## src/core/rcp_pkg.sv

```systemverilog
// Package with offsets, bit positions and reset values of the power-control registers
`default_nettype none
package rcp_pkg;
    localparam int RCP_AW = 12;
    localparam int RCP_DW = 8;

    localparam logic [11:0] RCP_OFS_BROWNOUT_CONTROL = 12'h811;
    localparam logic [11:0] RCP_OFS_RESET_CAUSE_FLAGS = 12'h813;
    localparam logic [11:0] RCP_OFS_MEMORY_VIOLATION_FLAGS = 12'h814;
    localparam logic [11:0] RCP_OFS_EVENT_STATUS = 12'h815;
    localparam logic [11:0] RCP_OFS_EVENT_MASK = 12'h816;

    // Brownout control fields
    localparam int RCP_BIT_SOFT_BOR_EN = 7;
    localparam int RCP_BIT_BOR_READY = 0;
    localparam logic [1:0] RCP_CFG_SOFT = 2'h1;
    localparam logic [1:0] RCP_CFG_OFF = 2'h0;

    // Reset cause flag positions
    localparam int RCP_BIT_STK_OVF = 7;
    localparam int RCP_BIT_STK_UNF = 6;
    localparam int RCP_BIT_WDT_WIN = 5;
    localparam int RCP_BIT_WDT_TO = 4;
    localparam int RCP_BIT_PIN_RST = 3;
    localparam int RCP_BIT_RST_INSTR = 2;
    localparam int RCP_BIT_POR = 1;
    localparam int RCP_BIT_BOR = 0;
    localparam int RCP_BIT_MEMORY_VIOLATION_FLAG = 1;

    // Event status positions
    localparam int RCP_EV_MEMORY_VIOLATION_FLAG = 0;
    localparam int RCP_EV_BOR = 1;
    localparam int RCP_EV_RST_INSTR = 2;
    localparam int RCP_EV_PIN_RST = 3;
    localparam int RCP_EV_WDT_TO = 4;
    localparam int RCP_EV_WDT_WIN = 5;
    localparam int RCP_EV_STK_UNF = 6;
    localparam int RCP_EV_STK_OVF = 7;

    // Values after reset
    localparam logic [7:0] RCP_RST_CAUSE_FLAGS = 8'h3C;
    localparam logic RCP_RST_MEMORY_VIOLATION_FLAG = 1'b1;
    localparam logic RCP_RST_SOFT_BOR_EN = 1'b1;
    localparam logic [7:0] RCP_RST_STATUS = 8'h00;
    localparam logic [7:0] RCP_RST_MASK = 8'h00;
    localparam logic [7:0] RCP_RST_RD_DATA = 8'h00;
endpackage
`default_nettype wire

```

## src/core/rcp_sync2.sv

```systemverilog
// Two-flop synchroniser for a level from outside the clock domain
`timescale 1ns/1ns
`default_nettype none
module rcp_sync2 (
    input wire logic sys_clk,
    input wire logic rst_n,
    input wire logic async_in,
    output logic sync_out
);
    logic meta_r;

    always_ff @(posedge sys_clk) begin
        if (!rst_n) begin
            meta_r <= 1'b0;
            sync_out <= 1'b0;
        end else begin
            meta_r <= async_in;
            sync_out <= meta_r;
        end
    end
endmodule
`default_nettype wire

```

## src/core/rcp_regs.sv

```systemverilog
// Reset cause and brownout control register bank
// Behaviour
// - With the brownout config field at 01 the soft enable bit switches detection on or off.
// - The ready bit reads 1 only while the brownout circuit is enabled and reports armed.
// - A stack overflow sets its flag; power-on or brownout clears it; firmware may clear it.
// - A stack underflow sets its flag; power-on or brownout clears it; firmware may clear it.
// - A watchdog window violation reset clears its flag; power-on or brownout sets it.
// - A watchdog time-out reset clears its flag; power-on or brownout sets it.
// - An external pin reset clears its flag; power-on or brownout sets it.
// - A reset instruction clears its flag; power-on or brownout sets it.
// - Only a power-on reset or a firmware write clears the power-on flag.
// - A brownout reset clears the brownout flag; all other resets, power-on included, leave it.
// - A memory violation reset clears its flag; power-on or brownout sets it.
// - A memory violation reset is raised only for an executed fetch from an invalid area.
// - Stack events cause a reset and flag update only with the stack reset enable at 1.
//
// The strobed register port was left to the implementer.
`timescale 1ns/1ns
`default_nettype none
module rcp_regs
    import rcp_pkg::*;
(
    input wire logic sys_clk,
    input wire logic rst_n,
    input wire logic [11:0] addr,
    input wire logic [7:0] wr_data,
    input wire logic wr_en,
    input wire logic rd_en,
    output logic [7:0] rd_data,
    input wire logic [1:0] brownout_config_field,
    input wire logic stack_reset_enable,
    input wire logic brownout_circuit_ready_raw,
    input wire logic por_evt,
    input wire logic bor_evt,
    input wire logic ext_pin_rst_evt,
    input wire logic wdt_timeout_evt,
    input wire logic wdt_window_evt,
    input wire logic reset_instr_evt,
    input wire logic stack_ovf_evt,
    input wire logic stack_unf_evt,
    input wire logic instr_exec,
    input wire logic fetch_invalid,
    output logic brownout_enable,
    output logic core_reset_req,
    output logic irq
);
    logic ready_sync;
    logic soft_brownout_enable_r;
    logic [7:0] cause_r;
    logic [7:0] cause_nxt;
    logic memory_violation_flag_r;
    logic memory_violation_flag_nxt;
    logic [7:0] status_r;
    logic [7:0] mask_r;
    logic [7:0] events;
    logic pwr_rst;
    logic stk_ovf_go;
    logic stk_unf_go;
    logic memory_violation_flag_go;
    logic wr_borctl;
    logic wr_cause;
    logic wr_memory_violation_flag;
    logic wr_status;
    logic wr_mask;
    logic bor_en_nxt;
    logic circuit_ready;
    logic [7:0] rd_nxt;

    rcp_sync2 u_ready_sync (
        .sys_clk(sys_clk),
        .rst_n(rst_n),
        .async_in(brownout_circuit_ready_raw),
        .sync_out(ready_sync)
    );

    // Decoded qualifiers
    assign pwr_rst = por_evt | bor_evt;
    assign stk_ovf_go = stack_ovf_evt & stack_reset_enable;
    assign stk_unf_go = stack_unf_evt & stack_reset_enable;
    assign memory_violation_flag_go = instr_exec & fetch_invalid;
    assign wr_borctl = wr_en && (addr == RCP_OFS_BROWNOUT_CONTROL);
    assign wr_cause = wr_en && (addr == RCP_OFS_RESET_CAUSE_FLAGS);
    assign wr_memory_violation_flag = wr_en && (addr == RCP_OFS_MEMORY_VIOLATION_FLAGS);
    assign wr_status = wr_en && (addr == RCP_OFS_EVENT_STATUS);
    assign wr_mask = wr_en && (addr == RCP_OFS_EVENT_MASK);
    assign circuit_ready = ready_sync & brownout_enable;

    // Detection enable from config field
    always_comb begin
        if (brownout_config_field == RCP_CFG_SOFT) begin
            bor_en_nxt = soft_brownout_enable_r;
        end else if (brownout_config_field == RCP_CFG_OFF) begin
            bor_en_nxt = 1'b0;
        end else begin
            bor_en_nxt = 1'b1;
        end
    end

    always_ff @(posedge sys_clk) begin
        if (!rst_n) begin
            brownout_enable <= 1'b0;
        end else begin
            brownout_enable <= bor_en_nxt;
        end
    end

    // Soft enable bit, reloaded on power-on or brownout
    always_ff @(posedge sys_clk) begin
        if (!rst_n) begin
            soft_brownout_enable_r <= RCP_RST_SOFT_BOR_EN;
        end else if (pwr_rst) begin
            soft_brownout_enable_r <= RCP_RST_SOFT_BOR_EN;
        end else if (wr_borctl) begin
            soft_brownout_enable_r <= wr_data[RCP_BIT_SOFT_BOR_EN];
        end
    end

    // Cause flags: hardware events beat firmware writes
    always_comb begin
        cause_nxt = cause_r;
        if (wr_cause) begin
            cause_nxt = wr_data;
        end
        if (stk_ovf_go) begin
            cause_nxt[RCP_BIT_STK_OVF] = 1'b1;
        end
        if (stk_unf_go) begin
            cause_nxt[RCP_BIT_STK_UNF] = 1'b1;
        end
        if (wdt_window_evt) begin
            cause_nxt[RCP_BIT_WDT_WIN] = 1'b0;
        end
        if (wdt_timeout_evt) begin
            cause_nxt[RCP_BIT_WDT_TO] = 1'b0;
        end
        if (ext_pin_rst_evt) begin
            cause_nxt[RCP_BIT_PIN_RST] = 1'b0;
        end
        if (reset_instr_evt) begin
            cause_nxt[RCP_BIT_RST_INSTR] = 1'b0;
        end
        if (pwr_rst) begin
            cause_nxt[RCP_BIT_STK_OVF] = 1'b0;
            cause_nxt[RCP_BIT_STK_UNF] = 1'b0;
            cause_nxt[RCP_BIT_WDT_WIN] = 1'b1;
            cause_nxt[RCP_BIT_WDT_TO] = 1'b1;
            cause_nxt[RCP_BIT_PIN_RST] = 1'b1;
            cause_nxt[RCP_BIT_RST_INSTR] = 1'b1;
        end
        if (por_evt) begin
            cause_nxt[RCP_BIT_POR] = 1'b0;
        end
        if (bor_evt) begin
            cause_nxt[RCP_BIT_BOR] = 1'b0;
        end
    end

    always_ff @(posedge sys_clk) begin
        if (!rst_n) begin
            cause_r <= RCP_RST_CAUSE_FLAGS;
        end else begin
            cause_r <= cause_nxt;
        end
    end

    // Memory violation flag
    always_comb begin
        memory_violation_flag_nxt = memory_violation_flag_r;
        if (wr_memory_violation_flag) begin
            memory_violation_flag_nxt = wr_data[RCP_BIT_MEMORY_VIOLATION_FLAG];
        end
        if (memory_violation_flag_go) begin
            memory_violation_flag_nxt = 1'b0;
        end
        if (pwr_rst) begin
            memory_violation_flag_nxt = 1'b1;
        end
    end

    always_ff @(posedge sys_clk) begin
        if (!rst_n) begin
            memory_violation_flag_r <= RCP_RST_MEMORY_VIOLATION_FLAG;
        end else begin
            memory_violation_flag_r <= memory_violation_flag_nxt;
        end
    end

    // Reset request to the reset controller
    always_ff @(posedge sys_clk) begin
        if (!rst_n) begin
            core_reset_req <= 1'b0;
        end else begin
            core_reset_req <= memory_violation_flag_go | stk_ovf_go | stk_unf_go;
        end
    end

    // Sticky event status, set wins over write-one-to-clear
    assign events = {stk_ovf_go, stk_unf_go, wdt_window_evt, wdt_timeout_evt,
                     ext_pin_rst_evt, reset_instr_evt, bor_evt, memory_violation_flag_go};

    always_ff @(posedge sys_clk) begin
        if (!rst_n) begin
            status_r <= RCP_RST_STATUS;
        end else if (wr_status) begin
            status_r <= (status_r & ~wr_data) | events;
        end else begin
            status_r <= status_r | events;
        end
    end

    always_ff @(posedge sys_clk) begin
        if (!rst_n) begin
            mask_r <= RCP_RST_MASK;
        end else if (wr_mask) begin
            mask_r <= wr_data;
        end
    end

    always_ff @(posedge sys_clk) begin
        if (!rst_n) begin
            irq <= 1'b0;
        end else begin
            irq <= |(status_r & mask_r);
        end
    end

    // Read mux, data valid in the cycle after the strobe only
    always_comb begin
        rd_nxt = 8'h00;
        if (addr == RCP_OFS_BROWNOUT_CONTROL) begin
            rd_nxt[RCP_BIT_SOFT_BOR_EN] = soft_brownout_enable_r;
            rd_nxt[RCP_BIT_BOR_READY] = circuit_ready;
        end else if (addr == RCP_OFS_RESET_CAUSE_FLAGS) begin
            rd_nxt = cause_r;
        end else if (addr == RCP_OFS_MEMORY_VIOLATION_FLAGS) begin
            rd_nxt[RCP_BIT_MEMORY_VIOLATION_FLAG] = memory_violation_flag_r;
        end else if (addr == RCP_OFS_EVENT_STATUS) begin
            rd_nxt = status_r;
        end else if (addr == RCP_OFS_EVENT_MASK) begin
            rd_nxt = mask_r;
        end
    end

    always_ff @(posedge sys_clk) begin
        if (!rst_n) begin
            rd_data <= RCP_RST_RD_DATA;
        end else if (rd_en) begin
            rd_data <= rd_nxt;
        end else begin
            rd_data <= RCP_RST_RD_DATA;
        end
    end
endmodule
`default_nettype wire

```

## config.mk

```make
export PLATFORM = sky130hd
export DESIGN_NAME = rcp_regs
export DESIGN_NICKNAME = d
export VERILOG_FILES = /design/src/core/rcp_pkg.sv /design/src/core/rcp_sync2.sv /design/src/core/rcp_regs.sv
export SDC_FILE = /design/constraint.sdc
export NUM_CORES = 1
export LEC_CHECK = 0
export BUFFER_PORTS_ARGS = -buffer_cell sky130_fd_sc_hd__buf_2
export CAP_MARGIN = 20
export CORE_AREA = 8 8 71 73
export DETAILED_ROUTE_END_ITERATION = 10
export DIE_AREA = 0 0 79 81
export PLACE_DENSITY = 0.68
export SLEW_MARGIN = 20
export SYNTH_ARGS = -nofsm -noshare
export SYNTH_HDL_FRONTEND = slang
export SYNTH_HIERARCHICAL = 1
export SYNTH_SLANG_ARGS = --single-unit
export TNS_END_PERCENT = 30
```

## constraint.sdc

```tcl
create_clock -name sys_clk -period 2.4 [get_ports sys_clk]
set_input_delay 0.48 -clock sys_clk [delete_from_list [all_inputs] [get_ports sys_clk]]
set_output_delay 0.48 -clock sys_clk [all_outputs]
set_load 0.01 [all_outputs]
```

==> impl_metrics.ini <==
[timing]
fin_ws_ps = 416.1
relSlewSlack_pct = 58.86
setup_tns_ps = 0
timing.final.max_slew_violations = 0
rsz0062_at_grt = false
period_share_pct = 82.66
finalHoldViolations = 0
max_freq_ghz = 0.5041
setup_viol = 0
clock-skew-final_ps = 5.040
min_period_ps = 1984
worst_slew_pin_slew_ps = 615.9

[drt]
wl_met2_um = 1934
highest_layer = met4
via_per_inst = 5.397
drc_errors = 0
ant_nets = 0
m1WireLength_um = 2035
avgRoutedWirePerCell_um = 15.42
drt_iter0_drc = 131
wl_met3_um = 302
via_count = 1522
dr.pass1.iters = 4
wl_um = 4349

[synth]
synth-warning-count = 6
yosys_register_bits = 39
yosysTopAreaCellShare_pct = 46.46
synthArstFlopShare_pct = 0
synth_seq_area_share_pct = 46.46
synth.distinct_cells = 37
syn_inst = 181
ys.flop_type = dfxtp_1
synthTopCellsByArea = dfxtp_1, mux2i_1, a22oi_1, nor2_1, a22o_1
syn_nets = 219
syn_avg_cell_area_um2 = 9.284
synth_area_leader_cell = dfxtp_1
syn-cell-area_mm2 = 0.001680
synth_edf_count = 0

[global_route]
antenna_found_initial = 0
first_global_vias = 1475
grt_pass1_wl_um = 7072
grt_remaining_overflow = 0
grtUsageTotal_pct = 13.94
grt_max_degree = 16

[min_path]
holdPathEnd = cause_r[1]
hold_class = in -> reg
holdPathStages = 2
worstHoldStart = por_evt

[critical_path]
cp_max_fo = 14
rrSetupSlack_ps = 1450
critical_path_arrival_ps = 2170
r2r-start = mask_r[6]
cp_data_required_time_ps = 2580
r2r_end = rd_data[6]
r2r_cells = 3
crit_family = simple AND/OR/NAND/NOR gates
crit_type = in -> reg
worst_path_max_delay_cell = or4_4
crit_path_end_kind = register
path_buf_inv = 1
slowest_delay_ps = 620
crit_path_cell_trace = buf_2 -> or4b_4 -> or4_4 -> o311a_2
critPathLaunchType = input pin

[placed_design]
hpwlAfterDp_um = 3287
port_buffers = 48
place.gp.congestion = 0.7511
pre_cts_slack_ps = 106.7

[clocking]
cts.repair_timing.setup_buffer_count = 0
clock-sinks = 39
htreeDepth = 2
postCtsHoldBufs = 0
clockBufferDepth = 2
clk_latency_ps = 290
post_cts_resized = 0
cts_tree = yes
cts_buffers = 5
root_buffer = clkbuf_8
path_clk_slew_ps = 70

[die]
initial_core_util_pct = 42.93
dieWidth_um = 79
die_y_um = 81
die-area_mm2 = 0.006399
core_area_mm2 = 0.003914
ios = 49
rows = 23

[final_layout]
drive_gt1_share_pct = 28.02
fill_cells = 398
layout-area-overhead-vs-synth_pct = 22.93
multi_input_area_um2 = 830.8
num-nets-final = 270
register_area_um2 = 780.7
diodes = 0

[power]
switching_share_pct = 23.98
p_comb_share_pct = 9.3
ir_drop_mv = 0.3304
power_density_mw_per_mm2 = 598.1
p_int_uw = 939.2
pwr-share-clk_pct = 36.2
p_sw_uw = 296.2
p_seq_share_pct = 54.5
leakagePower_uw = 0.0008739

[status]
status = finished clean

[job]
maxCapViolCount = 0
## synthesized netlist by cell type, types with 2 or more instances
master / count
mux2i_1: 12
nand4b_1: 2
or4b_4: 2
inv_1: 7
nand2_1: 9
nand4_1: 2
nor3_1: 4
nor2_1: 19
a21oi_1: 8
a22o_1: 7
and2_1: 5
a22oi_1: 10
o21ai_0: 12
clkbuf_1: 7
dfxtp_1: 39
nor2b_1: 4
nand3_1: 3
a21boi_0: 4
a31oi_1: 7
## worst max-delay path by stage
stage	from	to	slack [ps]	cells after the start
after floorplan	addr[8]	cause_r[6]	270	4
after detailed placement	addr[7]	cause_r[7]	110	4
after CTS	addr[7]	cause_r[7]	410	4
final	addr[7]	cause_r[7]	420	4
after global routing	addr[7]	cause_r[7]	410	4
after global placement	addr[7]	cause_r[7]	120	4
## power by group through the flow
| stage | Clock, uW | Combinational [uW] | Sequential (uW) |
|---|---|---|---|
| global route | 476 | 129 | 675 |
| detailed placement | 0 | 114 | 688 |
| floorplan | 0 | 58.6 | 686 |
| CTS | 448 | 115 | 673 |
| global placement | 0 | 113 | 688 |
| finish | 447 | 115 | 674 |
## per-stage QoR
step | area [um2] | utilization (%) | hold WS, ps | power [uW] | std cells
after floorplan | 1680 | - | 405.7 | 744.7 | 181
after global placement | 1978 | 50.54 | 408.0 | 800.9 | 275
after detailed placement | 1978 | 50.54 | 411.4 | 802.5 | 275
after CTS | 2066 | 52.78 | 375.5 | 1236 | 282
after global routing | 2066 | 52.78 | 370.8 | 1281 | 282
final | 2066 | 52.78 | 371.2 | 1235 | 282
## layout make-up
class,instances,area share (%)
Multi-Input combinational cell,126,40.22
Timing Repair Buffer,53,13.45
Tap cell,50,3.028
Clock buffer,6,3.998
Sequential cell,39,37.80
Inverter,7,1.272
Clock inverter,1,0.2423
## placed cells by master, fill, tap and decap left out, types with 6 or more instances in the layout
master	netlist	routed
dfxtp_1	39	39
buf_2	1	48
clkbuf_8	0	6
mux2i_1	12	12
a22oi_1	10	10
nor2_1	19	19
a21oi_1	8	8
o21ai_0	12	12
a31oi_1	7	7
nand2_1	9	9
inv_1	7	7
a22o_1	7	7
## worst register-to-register path, cell delays in order, from the launching register on
cell	delay (ps)
dfxtp_1	330
a22o_1	210
a22oi_1	220
nor2_1	70
## logic make-up (layout without fill, tap and decap cells)
group / count (synthesis) / count (layout) / share of synthesized area, %
buffers and inverters: 16 / 67 / 4.096
DFF: 39 / 39 / 46.46
AOI/OAI and AO/OA: 56 / 56 / 22.41
and+or+nand+nor: 58 / 58 / 19.88
muxes: 12 / 12 / 7.148
## sequential cells by signal, summed over array words and instances, names as in the netlist
| signal | flops |
|---|---|
| status_r | 8 |
| u_ready_sync/sync_out | 1 |
| cause_r | 8 |
| brownout_enable | 1 |
| mask_r | 8 |
| irq | 1 |
| u_ready_sync/meta_r | 1 |
| soft_brownout_enable_r | 1 |
| rd_data | 8 |
| core_reset_req | 1 |
| memory_violation_flag_r | 1 |
## per-layer routing
metal | GRT usage (%) | vias up
li1 | - | 768
met1 | 17.34 | 699
met2 | 21.86 | 47
met3 | 4.084 | 8
met4 | 6.296 | 0
met5 | 0 | -
Note: power is estimated with default switching activity, not from simulation.
